File: config.mk
export PLATFORM = sky130hd
export DESIGN_NAME = pg_port_top
export DESIGN_NICKNAME = d
export VERILOG_FILES = /design/src/rtl/pg_pkg.sv /design/src/rtl/pg_port_top.sv
export SDC_FILE = /design/constraint.sdc
export NUM_CORES = 1
export LEC_CHECK = 0
export BUFFER_PORTS_ARGS = -buffer_cell sky130_fd_sc_hd__buf_2
export CORE_ASPECT_RATIO = 0.6
export CORE_UTILIZATION = 44
export DETAILED_ROUTE_END_ITERATION = 10
export PLACE_DENSITY = 0.69
export SLEW_MARGIN = 20
export SYNTH_ARGS = -nofsm -noshare
export SYNTH_HDL_FRONTEND = slang
export SYNTH_SLANG_ARGS = --single-unit
File: constraint.sdc
create_clock -name ref_clk -period 2.7 [get_ports ref_clk]
set_input_delay 0.27 -clock ref_clk [delete_from_list [all_inputs] [get_ports ref_clk]]
set_output_delay 0.27 -clock ref_clk [all_outputs]
set_load 0.005 [all_outputs]
File: src/rtl/pg_pkg.sv
// Constants for the eight-pin general-purpose port with alternate functions.
// Assumes a plain register port whose address is the full 32-bit byte address.
// What this block does
// - Registers decode at base 0x400C_0600; offsets are relative to it.
// - Pin data register at 0x0000 holds bits 7..0; bits 31..8 read zero.
// - Output control at 0x0004: bit 1 enables that pin's driver, 0 disables.
// - Function one at 0x0008 routes external bus data line 8+n to pin n.
// - Function two at 0x000C: bits 7..2 motor phases, bit 1 stop; bit 0 zero.
// - Function three at 0x0010: serial 7..4, timer outs, emergency, input.
// - Function four at 0x0014: bit 3 linked timer out, bit 2 in; rest zero.
// - Open-drain control at 0x0028: 0 push-pull, 1 open-drain per pin.
// - Pull-up control at 0x002C: 1 enables that pin's pull-up.
// - Pull-down control at 0x0030: 1 enables that pin's pull-down.
// - Input control at 0x0038: 1 enables that pin's input buffer.
// - All registers reset to zero: port use, no drive, no input, no pulls.
package pg_pkg;

    // ==========================================================
    // Bus geometry
    localparam int          PG_PINS      = 8;
    localparam int          PG_DW        = 32;
    localparam int          PG_AW        = 32;
    localparam int          PG_OFS_HI    = 5;
    localparam logic [31:0] PG_BASE_ADDR = 32'h400C_0600;

    // ==========================================================
    // Register offsets
    localparam logic [5:0] PG_OFS_DATA = 6'h00;
    localparam logic [5:0] PG_OFS_OEN  = 6'h04;
    localparam logic [5:0] PG_OFS_FS1  = 6'h08;
    localparam logic [5:0] PG_OFS_FS2  = 6'h0C;
    localparam logic [5:0] PG_OFS_FS3  = 6'h10;
    localparam logic [5:0] PG_OFS_FS4  = 6'h14;
    localparam logic [5:0] PG_OFS_OD   = 6'h28;
    localparam logic [5:0] PG_OFS_PU   = 6'h2C;
    localparam logic [5:0] PG_OFS_PD   = 6'h30;
    localparam logic [5:0] PG_OFS_IE   = 6'h38;

    // ==========================================================
    // Reset value and writable bits of the function registers
    localparam logic [7:0] PG_RST      = 8'h00;
    localparam logic [7:0] PG_MASK_ALL = 8'hFF;
    localparam logic [7:0] PG_MASK_FS2 = 8'hFE;
    localparam logic [7:0] PG_MASK_FS4 = 8'h0C;

    // Pins whose alternate function drives the pin unconditionally
    localparam logic [7:0] PG_FS2_DRV  = 8'hFC;
    localparam logic [7:0] PG_FS4_DRV  = 8'h08;

    // ==========================================================
    // Pin positions of alternate functions
    localparam int PG_BIT_STOP   = 1;
    localparam int PG_BIT_FRAME  = 7;
    localparam int PG_BIT_SDI    = 6;
    localparam int PG_BIT_SDO    = 5;
    localparam int PG_BIT_SCLK   = 4;
    localparam int PG_BIT_MTA    = 3;
    localparam int PG_BIT_MTB    = 2;
    localparam int PG_BIT_TEMG   = 1;
    localparam int PG_BIT_MTIN   = 0;
    localparam int PG_BIT_LTOUT  = 3;
    localparam int PG_BIT_LTIN   = 2;

endpackage : pg_pkg

File: src/rtl/pg_port_top.sv
// Eight-pin port: register file, per-pin function mux and pad controls.
// Assumes pads resolve level from pin_out/pin_oe and apply the pull outputs;
// peripheral signals are on ref_clk, pin inputs are asynchronous.
module pg_port_top
    import pg_pkg::*;
(
    // Clock and reset
    input  wire logic               ref_clk,
    input  wire logic               sys_rst,
    // Register port
    input  wire logic [PG_AW-1:0]   reg_addr,
    input  wire logic [PG_DW-1:0]   reg_wdata,
    input  wire logic               reg_wr,
    input  wire logic               reg_rd,
    output logic      [PG_DW-1:0]   reg_rdata,
    // Pads
    input  wire logic [PG_PINS-1:0] pin_in,
    output logic      [PG_PINS-1:0] pin_out,
    output logic      [PG_PINS-1:0] pin_oe,
    output logic      [PG_PINS-1:0] pin_pull_up,
    output logic      [PG_PINS-1:0] pin_pull_down,
    output logic      [PG_PINS-1:0] pin_input_en,
    // External bus data lines 15..8
    input  wire logic [PG_PINS-1:0] ebus_data_out,
    input  wire logic [PG_PINS-1:0] ebus_data_oe,
    output logic      [PG_PINS-1:0] ebus_data_in,
    // Motor drive phases and emergency stop
    input  wire logic               phase_u_high_out,
    input  wire logic               phase_u_low_out,
    input  wire logic               phase_v_high_out,
    input  wire logic               phase_v_low_out,
    input  wire logic               phase_w_high_out,
    input  wire logic               phase_w_low_out,
    output logic                    emergency_stop_in_n,
    // Synchronous serial
    input  wire logic               sync_serial_frame_out,
    input  wire logic               sync_serial_frame_oe,
    output logic                    sync_serial_frame,
    output logic                    sync_serial_data_in,
    input  wire logic               sync_serial_data_out,
    input  wire logic               sync_serial_clock_out,
    input  wire logic               sync_serial_clock_oe,
    output logic                    sync_serial_clock,
    // Motor timer and linked timer
    input  wire logic               motor_timer_out_a,
    input  wire logic               motor_timer_out_b,
    output logic                    timer_emergency_in_n,
    output logic                    motor_timer_in,
    input  wire logic               linked_timer_out,
    output logic                    linked_timer_in
);

    // ==========================================================
    // Register storage
    logic [PG_PINS-1:0] pin_data;
    logic [PG_PINS-1:0] output_enable;
    logic [PG_PINS-1:0] function_select_one;
    logic [PG_PINS-1:0] function_select_two;
    logic [PG_PINS-1:0] function_select_three;
    logic [PG_PINS-1:0] function_select_four;
    logic [PG_PINS-1:0] open_drain_select;
    logic [PG_PINS-1:0] pull_up_enable;
    logic [PG_PINS-1:0] pull_down_enable;
    logic [PG_PINS-1:0] input_enable;

    // ==========================================================
    // Address decode
    wire logic                 base_hit;
    wire logic [PG_OFS_HI:0]   ofs;
    wire logic                 hit_data;
    wire logic                 hit_oen;
    wire logic                 hit_fs1;
    wire logic                 hit_fs2;
    wire logic                 hit_fs3;
    wire logic                 hit_fs4;
    wire logic                 hit_od;
    wire logic                 hit_pu;
    wire logic                 hit_pd;
    wire logic                 hit_ie;
    wire logic [PG_PINS-1:0]   wbyte;

    // Upper address bits select this port's window
    assign base_hit = reg_addr[PG_AW-1:PG_OFS_HI+1]
                   == PG_BASE_ADDR[PG_AW-1:PG_OFS_HI+1];
    assign ofs      = reg_addr[PG_OFS_HI:0];
    assign wbyte    = reg_wdata[PG_PINS-1:0];

    // Reserved offsets match nothing, so they write nowhere and read zero
    assign hit_data = base_hit && (ofs == PG_OFS_DATA);
    assign hit_oen  = base_hit && (ofs == PG_OFS_OEN);
    assign hit_fs1  = base_hit && (ofs == PG_OFS_FS1);
    assign hit_fs2  = base_hit && (ofs == PG_OFS_FS2);
    assign hit_fs3  = base_hit && (ofs == PG_OFS_FS3);
    assign hit_fs4  = base_hit && (ofs == PG_OFS_FS4);
    assign hit_od   = base_hit && (ofs == PG_OFS_OD);
    assign hit_pu   = base_hit && (ofs == PG_OFS_PU);
    assign hit_pd   = base_hit && (ofs == PG_OFS_PD);
    assign hit_ie   = base_hit && (ofs == PG_OFS_IE);

    // ==========================================================
    // Register writes
    always_ff @(posedge ref_clk) begin
        if (sys_rst) begin
            pin_data              <= PG_RST;
            output_enable         <= PG_RST;
            function_select_one   <= PG_RST;
            function_select_two   <= PG_RST;
            function_select_three <= PG_RST;
            function_select_four  <= PG_RST;
            open_drain_select     <= PG_RST;
            pull_up_enable        <= PG_RST;
            pull_down_enable      <= PG_RST;
            input_enable          <= PG_RST;
        end else if (reg_wr) begin
            if (hit_data) begin
                pin_data <= wbyte;
            end else if (hit_oen) begin
                output_enable <= wbyte;
            end else if (hit_fs1) begin
                function_select_one <= wbyte & PG_MASK_ALL;
            end else if (hit_fs2) begin
                function_select_two <= wbyte & PG_MASK_FS2;
            end else if (hit_fs3) begin
                function_select_three <= wbyte & PG_MASK_ALL;
            end else if (hit_fs4) begin
                function_select_four <= wbyte & PG_MASK_FS4;
            end else if (hit_od) begin
                open_drain_select <= wbyte;
            end else if (hit_pu) begin
                pull_up_enable <= wbyte;
            end else if (hit_pd) begin
                pull_down_enable <= wbyte;
            end else if (hit_ie) begin
                input_enable <= wbyte;
            end
        end
    end

    // ==========================================================
    // Pin input synchroniser
    logic [PG_PINS-1:0] pin_meta;
    logic [PG_PINS-1:0] pin_sync;

    always_ff @(posedge ref_clk) begin
        if (sys_rst) begin
            pin_meta <= PG_RST;
            pin_sync <= PG_RST;
        end else begin
            pin_meta <= pin_in;
            pin_sync <= pin_meta;
        end
    end

    // Disabled input buffers read as zero
    wire logic [PG_PINS-1:0] pin_level;
    assign pin_level = pin_sync & input_enable;

    // ==========================================================
    // Read data
    wire logic [PG_PINS-1:0] rd_byte;
    wire logic [PG_DW-1:0]   next_rdata;

    assign rd_byte =
        hit_data ? pin_level             :
        hit_oen  ? output_enable         :
        hit_fs1  ? function_select_one   :
        hit_fs2  ? function_select_two   :
        hit_fs3  ? function_select_three :
        hit_fs4  ? function_select_four  :
        hit_od   ? open_drain_select     :
        hit_pu   ? pull_up_enable        :
        hit_pd   ? pull_down_enable      :
        hit_ie   ? input_enable          : PG_RST;

    // Upper bits always zero
    assign next_rdata = {{(PG_DW-PG_PINS){1'b0}}, rd_byte};

    // Data stand only in the cycle after the read strobe
    always_ff @(posedge ref_clk) begin
        if (sys_rst) begin
            reg_rdata <= '0;
        end else if (reg_rd) begin
            reg_rdata <= next_rdata;
        end else begin
            reg_rdata <= '0;
        end
    end

    // ==========================================================
    // Function selection with fixed priority
    wire logic [PG_PINS-1:0] sel_one;
    wire logic [PG_PINS-1:0] sel_two;
    wire logic [PG_PINS-1:0] sel_three;
    wire logic [PG_PINS-1:0] sel_four;
    wire logic [PG_PINS-1:0] sel_port;

    // A lower register masks all higher ones, so one source per pin
    assign sel_one   = function_select_one;
    assign sel_two   = function_select_two & ~sel_one;
    assign sel_three = function_select_three
                     & ~(function_select_one | function_select_two);
    assign sel_four  = function_select_four
                     & ~(function_select_one | function_select_two
                       | function_select_three);
    assign sel_port  = ~(sel_one | sel_two | sel_three | sel_four);

    // ==========================================================
    // Alternate output values and drive requests
    wire logic [PG_PINS-1:0] val_two;
    wire logic [PG_PINS-1:0] val_three;
    wire logic [PG_PINS-1:0] req_three;
    wire logic [PG_PINS-1:0] val_four;

    assign val_two   = {phase_u_high_out, phase_u_low_out,
                        phase_v_high_out, phase_v_low_out,
                        phase_w_high_out, phase_w_low_out,
                        2'b00};
    assign val_three = {sync_serial_frame_out, 1'b0,
                        sync_serial_data_out, sync_serial_clock_out,
                        motor_timer_out_a, motor_timer_out_b,
                        2'b00};
    assign req_three = {sync_serial_frame_oe, 1'b0,
                        1'b1, sync_serial_clock_oe,
                        2'b11, 2'b00};
    assign val_four  = {4'h0, linked_timer_out, 3'h0};

    wire logic [PG_PINS-1:0] next_value;
    wire logic [PG_PINS-1:0] next_req;
    wire logic [PG_PINS-1:0] next_drive;
    wire logic [PG_PINS-1:0] next_oe;

    assign next_value = (sel_one   & ebus_data_out)
                      | (sel_two   & val_two)
                      | (sel_three & val_three)
                      | (sel_four  & val_four)
                      | (sel_port  & pin_data);
    assign next_req   = (sel_one   & ebus_data_oe)
                      | (sel_two   & PG_FS2_DRV)
                      | (sel_three & req_three)
                      | (sel_four  & PG_FS4_DRV)
                      | sel_port;

    // Output control gates every source, port or alternate
    assign next_drive = next_req & output_enable;

    // Open drain only pulls low; a high releases the pin
    assign next_oe    = next_drive & (~open_drain_select | ~next_value);

    // ==========================================================
    // Pad outputs, registered for clean pad timing
    always_ff @(posedge ref_clk) begin
        if (sys_rst) begin
            pin_out       <= PG_RST;
            pin_oe        <= PG_RST;
            pin_pull_up   <= PG_RST;
            pin_pull_down <= PG_RST;
            pin_input_en  <= PG_RST;
        end else begin
            pin_out       <= next_value;
            pin_oe        <= next_oe;
            pin_pull_up   <= pull_up_enable;
            pin_pull_down <= pull_down_enable;
            pin_input_en  <= input_enable;
        end
    end

    // ==========================================================
    // Inputs towards the peripherals
    // Emergency lines are active low: a deselected pin reads as idle high
    wire logic [PG_PINS-1:0] next_ebus_in;
    wire logic               next_stop_n;
    wire logic               next_temg_n;

    assign next_ebus_in = sel_one & pin_level;
    assign next_stop_n  = ~(sel_two[PG_BIT_STOP]
                          & input_enable[PG_BIT_STOP]
                          & ~pin_sync[PG_BIT_STOP]);
    assign next_temg_n  = ~(sel_three[PG_BIT_TEMG]
                          & input_enable[PG_BIT_TEMG]
                          & ~pin_sync[PG_BIT_TEMG]);

    always_ff @(posedge ref_clk) begin
        if (sys_rst) begin
            ebus_data_in         <= PG_RST;
            emergency_stop_in_n  <= 1'b1;
            timer_emergency_in_n <= 1'b1;
            sync_serial_frame    <= 1'b0;
            sync_serial_data_in  <= 1'b0;
            sync_serial_clock    <= 1'b0;
            motor_timer_in       <= 1'b0;
            linked_timer_in      <= 1'b0;
        end else begin
            ebus_data_in         <= next_ebus_in;
            emergency_stop_in_n  <= next_stop_n;
            timer_emergency_in_n <= next_temg_n;
            sync_serial_frame    <= sel_three[PG_BIT_FRAME]
                                  & pin_level[PG_BIT_FRAME];
            sync_serial_data_in  <= sel_three[PG_BIT_SDI]
                                  & pin_level[PG_BIT_SDI];
            sync_serial_clock    <= sel_three[PG_BIT_SCLK]
                                  & pin_level[PG_BIT_SCLK];
            motor_timer_in       <= sel_three[PG_BIT_MTIN]
                                  & pin_level[PG_BIT_MTIN];
            linked_timer_in      <= sel_four[PG_BIT_LTIN]
                                  & pin_level[PG_BIT_LTIN];
        end
    end

endmodule : pg_port_top

==> results of run 1 <==
[per-stage QoR]
step | area (µm²) | setup slack (ps) | utilization, %
floorplan | 6770 | 1130 | -
global placement | 7410 | 603 | 50.6
detailed placement | 7410 | 551 | 50.6
CTS | 7970 | 974 | 54.5
global route | 7970 | 873 | 54.5
finish | 7970 | 972 | 54.5
[cells in the final DEF (no fill, tap or decap), drive strengths merged, types with 3 or more instances in the layout]
cell type	Yosys	final
a31oi	3	3
nor2b	31	31
o22ai	4	4
o21ai	11	11
nor3b	6	6
inv	32	33
nor2	21	21
mux2	8	8
nand4b	3	3
nand4	10	10
clkinv	0	6
clkbuf	20	22
and3	9	9
a2111oi	3	3
dfxtp	152	152
conb	1	24
nor4b	7	7
o21a	3	3
nor4	5	5
or2b	7	7
a21oi	11	11
buf	46	155
mux4	4	4
nor3	13	13
o221a	5	5
and2	5	5
a221o	4	4
a22oi	10	10
nand2	26	26
nand3	5	5
nand2b	79	79
mux2i	82	82
[path summary, 6_finish.rpt]
check / startpoint / to / slack [ps]
max: reg_addr[26] / output_enable[5]$_SDFFE_PP0P_ / 970
min: pin_in[0] / pin_meta[0]$_SDFF_PP0_ / 60
max reg2reg: open_drain_select[5]$_SDFFE_PP0P_ / reg_rdata[5]$_SDFF_PP0_ / 1290
min reg2reg: pin_meta[7]$_SDFF_PP0_ / pin_sync[7]$_SDFF_PP0_ / 430
[routing by layer]
| layer | wire [µm] | vias to the layer above | GRT usage (%) |
|---|---|---|---|
| met5 | 0 | - | 0 |
| met4 | 221 | 0 | 6.46 |
| met2 | 6830 | 235 | 30.1 |
| li1 | - | 2439 | - |
| met1 | 8420 | 2415 | 33.5 |
| met3 | 1660 | 20 | 6.66 |
[cell usage after synthesis, drive strengths merged, types with 4 or more instances]
library cell  count
a21oi            11
a221o             4
a22oi            10
and2              5
and3              9
buf              46
clkbuf           20
dfxtp           152
inv              32
mux2              8
mux2i            82
mux4              4
nand2            26
nand2b           79
nand3             5
nand4            10
nor2             21
nor2b            31
nor3             13
nor3b             6
nor4              5
nor4b             7
o21ai            11
o221a             5
o22ai             4
or2b              7
[where the power goes]
part	total [mW]	internal (mW)	switching (mW)
clock network	2.25	1.32	0.929
logic	0.245	0.103	0.142
registers	2.26	2.25	0.00431
[logic make-up after synthesis]
| group | synth area share [%] |
|---|---|
| simple gates | 24.5 |
| flops | 45.6 |
| buf+inv | 8.06 |
| mux | 15.0 |
| compound gates | 6.88 |
| other cells | 0.0561 |
[final cells by class]
class | instances | area, µm² | area share (%)
Clock buffer | 22 | 464 | 5.82
Clock inverter | 10 | 95.1 | 1.19
Inverter | 32 | 120 | 1.51
Multi-Input combinational cell | 420 | 3180 | 40.0
Sequential cell | 152 | 3040 | 38.2
Tap cell | 198 | 248 | 3.11
Timing Repair Buffer | 155 | 816 | 10.2
==> summary.json, run 1 <==
{
  "grt_start_max_net_pins": 70,
  "result_of_the_run": "finished clean",
  "drt_drc_violations_left": 0,
  "grt-ovfl-total": 0,
  "finalHoldViolCount": 0,
  "synth.yosys.seq_area_share_pct": 45.6,
  "max_cap_violations": 0,
  "areaGrowthSynthToFinish_pct": 19.3,
  "final_cell_count_no_fill": 989,
  "holdPathStages": 2,
  "synthDominantAreaCellType": "sky130_fd_sc_hd__dfxtp_1",
  "finClkSkew_ps": 6.97,
  "vias": 5109,
  "ys_ff_latch": 152,
  "tritoncts_num_sinks": 152,
  "critPathKind": "in2reg",
  "synthesis.instances": 647,
  "max_slew_margin_pct": 62.5,
  "ant_nets": 0,
  "yosys_warnings": 0,
  "fin_nets": 884,
  "setup-violations-final": 0,
  "post_synth_edffs": 0,
  "antenna-diode-count": 0,
  "die_width_um": 161,
  "synthesized_area_um2": 6680,
  "grt_pass1_vias": 4896,
  "crit_arrival_ps": 2060,
  "clockBufferDepth": 2,
  "timing.setup.tns_ps": 0,
  "cp_data_required_time_ps": 3040,
  "critical-path-slowest-cell": "sky130_fd_sc_hd__and4_2",
  "routabilityCongestion": 0.877,
  "hold_path.class": "in2reg",
  "cts_resized": 0,
  "syn_avg_cell_area_um2": 10.3,
  "routed_via_density": 5.17,
  "cp-end-kind": "register",
  "async_set_or_reset_flop_fraction_in_the_synthesized_netlist_pct": 0,
  "final_layout_size_suffix_gt1_share_pct": 28.2,
  "wire_length_of_the_first_global_routing_pass_um": 26700,
  "tightestPinTransition_ps": 563,
  "cpPeakStageDelay_ps": 540,
  "yosys_most_used_dff": "sky130_fd_sc_hd__dfxtp_1",
  "timing.critical_path.from_type": "primary input",
  "final_min_period_over_clock_period_pct": 64.0,
  "worstSetupPathDepth": 6,
  "post-dp-hpwl_um": 12500,
  "fin_hold_ws_ps": 55.8,
  "ys_top_cells_by_area": "sky130_fd_sc_hd__dfxtp_1, sky130_fd_sc_hd__mux2i_1, sky130_fd_sc_hd__nand2b_1, sky130_fd_sc_hd__buf_4, sky130_fd_sc_hd__nor2b_1",
  "critPathTopFamily": "simple AND/OR/NAND/NOR gates",
  "routed_wire_length_per_instance_um": 17.3,
  "crit_path_max_fanout": 11,
  "detail_route.wirelength_um": 17100,
  "die_height_um": 97.4,
  "post-place-cells": 957,
  "cp_num_buf_inv": 2,
  "antenna_found_initial": 0,
  "htree_num_levels": 4,
  "path_cells": "buf_2, nor4b_4, and4_2, and4_1, buf_4, mux2i_1",
  "netlist.area_leader.share_pct": 45.6,
  "p_per_area_nw_per_um2": 596,
  "cts-buffers-inserted": 17,
  "global_route_total_usage_across_every_layer_pct": 22.3,
  "drtIter0Drc": 368,
  "finalPower_mw": 4.75,
  "post_cts.repair.setup_buffers": 0,
  "max_clock_freq_mhz": 579,
  "cts.clk_slew.worst_paths_ps": 60,
  "worst-r2r-cell-count": 4,
  "core.rowCount": 34,
  "die-area_um2": 15700,
  "floorplan.initialDensity_pct": 45.6,
  "post_synth_num_cell_types": 57,
  "cts_hold_buffers": 0,
  "clk_latency_worst_skew_pair_ps": 420,
  "clock-root-buffer": "sky130_fd_sc_hd__clkbuf_16",
  "dr.pass1.iters": 5,
  "clock_tree_from_tritoncts": "yes",
  "finalCriticalPeriod_ps": 1730,
  "leakage_dissipation_nw": 3.76,
  "fill_cells": 1313,
  "grt_setup_unrepaired": "false",
  "fp.coreArea_um2": 14600,
  "io_buffer_count": 144,
  "worst_ir_drop_vdd_mv": 0.378,
  "slew_viol_final": 0,
  "io-pin-count": 193
}
No activity file was read; power rests on OpenSTA's default activity.
==> run 2, diff against run 1 <==
Settings changed: PLACE_DENSITY 0.69 to 0.72.
Clock period 2.7 ns to 1.5 ns, I/O delays scaled along.
==> run 2 against run 1 <==
Via count grew 4.5%. Final cell count rose by 7.5%. Routed wire length rose by 4.5%. Clock skew rose by 4.1 ps. Sequential share of layout area shrank 3.2 points. Critical path type unchanged. Largest cell class unchanged. Largest power group is now the clock network. Highest routed layer unchanged.
==> summary.json, run 2 (same netlist as run 1, synthesis figures left out) <==
{
  "wire_length_of_the_first_global_routing_pass": {"value": 27800, "unit": "µm", "change": "+4.0%"},
  "antenna_found_initial": {"value": 0, "change": "unchanged"},
  "cp_data_required_time": {"value": 1830, "unit": "ps", "change": "-1210 ps"},
  "critical-path-slowest-cell": "sky130_fd_sc_hd__nor4b_2",
  "final_layout_size_suffix_gt1_share": {"value": 33.2, "unit": "%", "change": "+5.0 points"},
  "path_cells": "buf_2, nor4b_2, and3_1, buf_12, and4_1, buf_12, mux2i_1",
  "ant_nets": {"value": 0, "change": "unchanged"},
  "global_route_total_usage_across_every_layer": {"value": 23.4, "unit": "%", "change": "+1.1 points"},
  "critPathKind": "in2reg",
  "leakage_dissipation": {"value": 4.16, "unit": "nW", "change": "+11%"},
  "vias": {"value": 5341, "change": "+4.5%"},
  "max_cap_violations": {"value": 0, "change": "unchanged"},
  "cts.clk_slew.worst_paths": {"value": 60, "unit": "ps", "change": "about the same"},
  "grt_setup_unrepaired": "false",
  "worst_ir_drop_vdd": {"value": 0.571, "unit": "mV", "change": "+51%"},
  "die_width": {"value": 161, "unit": "µm", "change": "unchanged"},
  "clockBufferDepth": {"value": 2, "change": "unchanged"},
  "drtIter0Drc": {"value": 459, "change": "+25%"},
  "worst-r2r-cell-count": {"value": 3, "change": "-1"},
  "setup-violations-final": {"value": 0, "change": "unchanged"},
  "reg2reg_setup_slack": {"value": 130, "unit": "ps", "change": "-1160 ps"},
  "tritoncts_num_sinks": {"value": 152, "change": "unchanged"},
  "fin_nets": {"value": 958, "change": "+8.4%"},
  "cp_common_cell": "sky130_fd_sc_hd__buf_12",
  "timing.critical_path.from_type": "primary input",
  "holdPathStages": {"value": 3, "change": "+1"},
  "detail_route.wirelength": {"value": 17900, "unit": "µm", "change": "+4.5%"},
  "dp_worst_setup_slack": {"value": -285, "unit": "ps", "change": "-835 ps"},
  "most-common-layout-cells": "sky130_fd_sc_hd__dfxtp_1, sky130_fd_sc_hd__buf_2, sky130_fd_sc_hd__mux2i_1",
  "routed_wire_length_per_instance": {"value": 16.8, "unit": "µm", "change": "-2.8%"},
  "hold_path.class": "in2reg",
  "dr.pass1.iters": {"value": 5, "change": "unchanged"},
  "die_height": {"value": 97.4, "unit": "µm", "change": "unchanged"},
  "clk_latency_worst_skew_pair": {"value": 420, "unit": "ps", "change": "about the same"},
  "die-area": {"value": 15700, "unit": "µm²", "change": "unchanged"},
  "drt_drc_violations_left": {"value": 0, "change": "unchanged"},
  "fill_cells": {"value": 1279, "change": "-2.6%"},
  "finalHoldViolCount": {"value": 0, "change": "unchanged"},
  "cpPeakStageDelay": {"value": 360, "unit": "ps", "change": "-180 ps"},
  "cts_resized": {"value": 0, "change": "unchanged"},
  "routabilityCongestion": {"value": 0.918, "change": "+4.7%"},
  "fp.coreArea": {"value": 14600, "unit": "µm²", "change": "unchanged"},
  "finalCriticalPeriod_ps": 1390,
  "regToRegEndpoint": "reg_rdata[1]$_SDFF_PP0_",
  "routed_via_density": {"value": 5.02, "change": "-2.7%"},
  "post_cts.repair.setup_buffers": {"value": 0, "change": "unchanged"},
  "post_dp_cell_area": {"value": 8000, "unit": "µm²", "change": "+8.0%"},
  "final_min_period_over_clock_period_pct": 92.4,
  "p_per_area": {"value": 1020, "unit": "nW/µm²", "change": "+71%"},
  "grt_start_max_net_pins": {"value": 77, "change": "+10%"},
  "seq_area": {"value": 3040, "unit": "µm²", "change": "unchanged"},
  "cp-end-kind": "register",
  "hold_path_end": "pin_out[3]$_SDFF_PP0_",
  "post-dp-hpwl": {"value": 13100, "unit": "µm", "change": "+5.1%"},
  "htree_num_levels": {"value": 4, "change": "unchanged"},
  "max_clock_freq_mhz": 721,
  "io-pin-count": {"value": 193, "change": "unchanged"},
  "crit_path_max_fanout": {"value": 11, "change": "unchanged"},
  "cts-buffers-inserted": {"value": 17, "change": "unchanged"},
  "core.rowCount": {"value": 34, "change": "unchanged"},
  "grt_pass1_vias": {"value": 5007, "change": "+2.3%"},
  "post-route-cell-area": {"value": 8710, "unit": "µm²", "change": "+9.3%"},
  "finClkSkew": {"value": 11.0, "unit": "ps", "change": "+4.08 ps"},
  "final_common_cell": "sky130_fd_sc_hd__dfxtp_1",
  "slew_viol_final": {"value": 0, "change": "unchanged"},
  "clock-root-buffer": "sky130_fd_sc_hd__clkbuf_16",
  "floorplan.initialDensity": {"value": 45.6, "unit": "%", "change": "unchanged"},
  "grt-ovfl-total": {"value": 0, "change": "unchanged"},
  "clock_tree_from_tritoncts": "yes",
  "crit-reg2reg-launch": "pin_sync[1]$_SDFF_PP0_",
  "timing.hold.worst.start": "ebus_data_out[3]",
  "antenna-diode-count": {"value": 0, "change": "unchanged"},
  "fin_hold_ws": {"value": 5.16, "unit": "ps", "change": "-50.6 ps"},
  "multi_input_area": {"value": 3180, "unit": "µm²", "change": "unchanged"},
  "post-route-worst-setup-slack": {"value": 114, "unit": "ps", "change": "-859 ps"},
  "cts_hold_buffers": {"value": 12, "change": "+12"},
  "io_buffer_count": {"value": 144, "change": "unchanged"},
  "areaGrowthSynthToFinish_pct": 30.4,
  "crit_arrival": {"value": 1720, "unit": "ps", "change": "-340 ps"},
  "result_of_the_run": "finished clean"
}
==> run 2: cell types whose count changed in the layout (fill, tap and decap cells not counted), sizes merged <==
cell	delta
bufinv	+1
inv	+2
clkinvlp	+1
buf	+62
clkinv	-1
dlygate4sd3	+12
clkbuf	-3
==> run 2: power by group <==
group          switching (mW)  internal, mW
Combinational           0.279         0.276
Clock                    1.76          2.51
Sequential            0.00853          4.06
==> run 2: cell type report <==
cell class,instances,share of cell area [%]
clock buffer,19,5.09
clock inverter,13,1.67
inverter,32,1.38
multi-input combinational,420,36.6
sequential,152,34.9
tap,198,2.84
timing repair buffer,229,17.5
==> run 2: per-stage QoR <==
step / total power [mW] / instances / TNS (ps) / util [%]
final: 8.89 / 1063 / 0 / 59.5
after global routing: 9.18 / 1063 / 0 / 59.5
after CTS: 8.94 / 1063 / 0 / 59.5
after detailed placement: 4.68 / 1019 / -12110 / 54.7
after global placement: 4.67 / 1019 / -11070 / 54.7
after floorplan: 4.46 / 670 / 0 / -
==> run 2: how the worst max path moves through the flow <==
stage,from,endpoint,slack (ps),cells past startpoint
final,reg_addr[11],output_enable[2]$_SDFFE_PP0P_,110,7
after global routing,reg_addr[11],output_enable[5]$_SDFFE_PP0P_,20,7
after CTS,reg_addr[0],output_enable[2]$_SDFFE_PP0P_,100,7
after detailed placement,reg_addr[11],output_enable[2]$_SDFFE_PP0P_,-280,7
after global placement,reg_addr[0],output_enable[3]$_SDFFE_PP0P_,-230,7
after floorplan,reg_addr[21],reg_rdata[1]$_SDFF_PP0_,50,5
==> run 2: critical path, delay by kind of cell <==
family	cells	cell delay, ps
buf+inv	3	430
simple gates	3	920
mux	1	220
==> run 2: per-layer routing <==
metal  track usage (%)  share of wire [%]
met1              36.5                 51
met2              31.3                 39
met3              6.06                9.6
met4              5.37               0.50
met5                 0                  0
==> run 3, diff against run 2 <==
Settings changed: ABC_AREA set to 1, PLACE_DENSITY 0.72 to 0.73.
Clock period 1.5 ns to 1.18 ns, I/O delays scaled along.
==> run 3 against run 2 <==
Largest power group is now registers. Clock-buffer cell count is 1 lower. Clock skew shrank 1.7 ps. Non-clock buffer count increased by 39. Register-to-register slack got worse by 90 ps. The run now ends with hold timing, setup timing left.
==> summary.json, run 3 <==
{
  "synthesized_area": {"value": 6330, "unit": "µm²", "change": "-5.3%"},
  "leakage_dissipation": {"value": 4.19, "unit": "nW", "change": "+0.57%"},
  "max_clock_freq_mhz": 647,
  "clock_tree_from_tritoncts": "yes",
  "post_synth_num_cell_types": {"value": 45, "change": "-21%"},
  "routed_wire_length_per_instance": {"value": 17.4, "unit": "µm", "change": "+3.2%"},
  "drtIter0Drc": {"value": 659, "change": "+44%"},
  "post-route-worst-setup-slack": {"value": -366, "unit": "ps", "change": "-479 ps"},
  "antenna_found_initial": {"value": 0, "change": "unchanged"},
  "routed_via_density": {"value": 5.32, "change": "+5.9%"},
  "ant_nets": {"value": 0, "change": "unchanged"},
  "setup-violations-final": {"value": 81, "change": "+81"},
  "post_synth_edffs": {"value": 0, "change": "unchanged"},
  "worst_ir_drop_vdd": {"value": 0.859, "unit": "mV", "change": "+50%"},
  "die-area": {"value": 14900, "unit": "µm²", "change": "-5.2%"},
  "failing_checks": "hold timing, setup timing",
  "drt_drc_violations_left": {"value": 0, "change": "unchanged"},
  "routabilityCongestion": {"value": 0.937, "change": "+2.0%"},
  "die_height": {"value": 94.9, "unit": "µm", "change": "-2.6%"},
  "fp.coreArea": {"value": 13800, "unit": "µm²", "change": "-5.5%"},
  "fill_cells": {"value": 956, "change": "-25%"},
  "cp_data_required_time": {"value": 1540, "unit": "ps", "change": "-290 ps"},
  "tritoncts_num_sinks": {"value": 152, "change": "unchanged"},
  "final_min_period_over_clock_period_pct": 131,
  "htree_num_levels": {"value": 4, "change": "unchanged"},
  "io-pin-count": {"value": 193, "change": "unchanged"},
  "finalHoldViolCount": {"value": 1, "change": "+1"},
  "post-place-cells": {"value": 1226, "change": "+20%"},
  "grt_setup_unrepaired": "true",
  "synth.yosys.seq_area_share": {"value": 48.1, "unit": "%", "change": "+2.5 points"},
  "crit_path_max_fanout": {"value": 8, "change": "-3"},
  "netlist.area_leader.share": {"value": 48.1, "unit": "%", "change": "+2.5 points"},
  "dr.pass1.iters": {"value": 6, "change": "+1"},
  "detail_route.wirelength": {"value": 22500, "unit": "µm", "change": "+26%"},
  "cpPeakStageDelay": {"value": 360, "unit": "ps", "change": "about the same"},
  "yosys_warnings": {"value": 0, "change": "unchanged"},
  "grt_start_max_net_pins": {"value": 47, "change": "-39%"},
  "die_width": {"value": 157, "unit": "µm", "change": "-2.6%"},
  "hold_path.class": "in2reg",
  "clk_latency_worst_skew_pair": {"value": 440, "unit": "ps", "change": "+20 ps"},
  "final_layout_size_suffix_gt1_share": {"value": 42.4, "unit": "%", "change": "+9.2 points"},
  "synthesis.instances": {"value": 828, "change": "+28%"},
  "postLayoutCoreUtil": {"value": 69.9, "unit": "%", "change": "+10 points"},
  "wire_length_of_the_first_global_routing_pass": {"value": 31900, "unit": "µm", "change": "+15%"},
  "ys_top_cells_by_count": "sky130_fd_sc_hd__dfxtp_1, sky130_fd_sc_hd__inv_1, sky130_fd_sc_hd__nor2_1",
  "syn_avg_cell_area": {"value": 7.64, "unit": "µm²", "change": "-26%"},
  "clock-root-buffer": "sky130_fd_sc_hd__clkbuf_16",
  "most_used_standard_cell_by_instance_count_after_synthesis": "sky130_fd_sc_hd__dfxtp_1",
  "dp_worst_setup_slack": {"value": -742, "unit": "ps", "change": "-457 ps"},
  "most-common-layout-cells": "sky130_fd_sc_hd__dfxtp_1, sky130_fd_sc_hd__buf_2, sky130_fd_sc_hd__inv_1",
  "finalCriticalPeriod_ps": 1550,
  "finClkSkew": {"value": 9.32, "unit": "ps", "change": "-1.73 ps"},
  "result_of_the_run": "finished with violations",
  "async_set_or_reset_flop_fraction_in_the_synthesized_netlist": {"value": 0, "unit": "%", "change": "unchanged"},
  "vias": {"value": 6895, "change": "+29%"},
  "final_common_cell": "sky130_fd_sc_hd__dfxtp_1",
  "ys_ff_latch": {"value": 152, "change": "unchanged"},
  "final_cell_count_no_fill": {"value": 1296, "change": "+22%"},
  "grt_pass1_vias": {"value": 6143, "change": "+23%"},
  "timing.critical_path.from_type": "primary input",
  "post-route-cell-area": {"value": 9660, "unit": "µm²", "change": "+11%"},
  "max_cap_violations": {"value": 0, "change": "unchanged"},
  "core.rowCount": {"value": 33, "change": "-2.9%"},
  "clockBufferDepth": {"value": 2, "change": "unchanged"},
  "p_per_area": {"value": 1140, "unit": "nW/µm²", "change": "+12%"},
  "antenna-diode-count": {"value": 0, "change": "unchanged"},
  "synthDominantAreaCellType": "sky130_fd_sc_hd__dfxtp_1",
  "yosys_most_used_dff": "sky130_fd_sc_hd__dfxtp_1",
  "fin_hold_ws": {"value": -1.77, "unit": "ps", "change": "-6.93 ps"},
  "global_route_total_usage_across_every_layer": {"value": 28.6, "unit": "%", "change": "+5.2 points"},
  "post-dp-hpwl": {"value": 13600, "unit": "µm", "change": "+4.1%"},
  "cts-buffers-inserted": {"value": 17, "change": "unchanged"},
  "grt-ovfl-total": {"value": 0, "change": "unchanged"},
  "cp-end-kind": "register",
  "areaGrowthSynthToFinish_pct": 52.7,
  "post_dp_cell_area": {"value": 7960, "unit": "µm²", "change": "-0.55%"},
  "slew_viol_final": {"value": 0, "change": "unchanged"},
  "floorplan.initialDensity": {"value": 45.7, "unit": "%", "change": "+0.10 points"},
  "io_buffer_count": {"value": 144, "change": "unchanged"},
  "path_cells": "buf_2, inv_1, nand2_2, nor2_2, nand3_4, nor2_8, buf_12, nand3_4, nand2_4, nor3_4, and2_4, buf_12, o21ai_2, a21oi_2",
  "ys_top_cells_by_area": "sky130_fd_sc_hd__dfxtp_1, sky130_fd_sc_hd__inv_1, sky130_fd_sc_hd__nor2_1, sky130_fd_sc_hd__nand2_1, sky130_fd_sc_hd__o21ai_0",
  "critical-path-slowest-cell": "sky130_fd_sc_hd__nor3_4",
  "cts.clk_slew.worst_paths": {"value": 70, "unit": "ps", "change": "about the same"},
  "critPathKind": "in2reg",
  "crit_arrival": {"value": 1900, "unit": "ps", "change": "+180 ps"},
  "fin_nets": {"value": 1197, "change": "+25%"}
}
run 3: cell count changes after synthesis, moves of 25 or more:
cell / before / now
sky130_fd_sc_hd__mux2i_1: 82 / 0
sky130_fd_sc_hd__nand2b_1: 79 / 0
sky130_fd_sc_hd__inv_1: 32 / 122
sky130_fd_sc_hd__a21oi_1: 11 / 61
sky130_fd_sc_hd__nor2b_1: 31 / 0
sky130_fd_sc_hd__nand2_1: 26 / 119
sky130_fd_sc_hd__o21ai_0: 11 / 65
sky130_fd_sc_hd__a211oi_1: 2 / 27
sky130_fd_sc_hd__nor2_1: 21 / 122
run 3: cell families (layout without fill, tap and decap cells):
family	count (synthesis)	in the layout	synth area share, %
flops	152	152	48.1
buf+inv	175	425	12.4
other cells	1	24	0.0593
compound gates	182	182	16.8
simple gates	318	321	22.6
run 3: through the flow:
stage               TNS, ps  total power [mW]  hold WS, ps
floorplan            -25320              5.54          225
global placement     -49900              5.81          317
detailed placement   -51330              5.81          327
CTS                   -7790              10.9      0.00741
global route         -21650              11.3         38.1
finish               -17110              11.0        -1.77
run 3: worst paths after layout:
path                                                            start                            to  slack (ps)  depth (start not counted)
worst max-delay path                                      reg_addr[8]  input_enable[3]$_SDFFE_PP0P_        -370                         14
worst min-delay path                             sync_serial_frame_oe          pin_oe[7]$_SDFF_PP0_          -2                          3
worst max register to register  function_select_three[7]$_SDFFE_PP0P_       reg_rdata[7]$_SDFF_PP0_          40                          7
worst min register to register                 pin_meta[5]$_SDFF_PP0_        pin_sync[5]$_SDFF_PP0_         400                          2
run 3: final cells by class:
type                       instances  area, µm²  area share [%]
tap                              192        240            2.49
clock inverter                    14        116            1.20
sequential                       152       3050            31.6
clock buffer                      18        429            4.44
multi-input combinational        527       3370            34.8
inverter                         125        492            5.09
timing repair buffer             268       1970            20.4
run 3: metal layers:
metal,global-route usage (%),vias up,wire length (µm)
li1,-,3192,-
met3,5.46,88,2440
met2,44.3,429,9970
met4,11.0,0,755
met1,39.4,3186,9340
met5,0,-,0
run 3: worst max-delay path, delay by kind of cell:
family	cells	cell delay (ps)
and+or+nand+nor	8	1120
AOI/OAI and AO/OA	2	230
buffers and inverters	4	430
run 3: repair_timing:
| action | CTS | global route |
|---|---|---|
| hold buffers | 14 | 0 |
| pin swaps | 26 | 44 |
| endpoints found under the setup margin | 82 | 91 |
| hold endpoints to repair | 14 | 0 |
| buffers inserted | 15 | 6 |
| cloned | 6 | 0 |
| resized for setup | 101 | 131 |
run 3: where the power goes:
part	switching, mW	total (mW)	internal [mW]
Clock	2.41	5.14	2.74
Combinational	0.437	0.739	0.302
Sequential	0.00861	5.16	5.15
Total	2.85	11.0	8.19
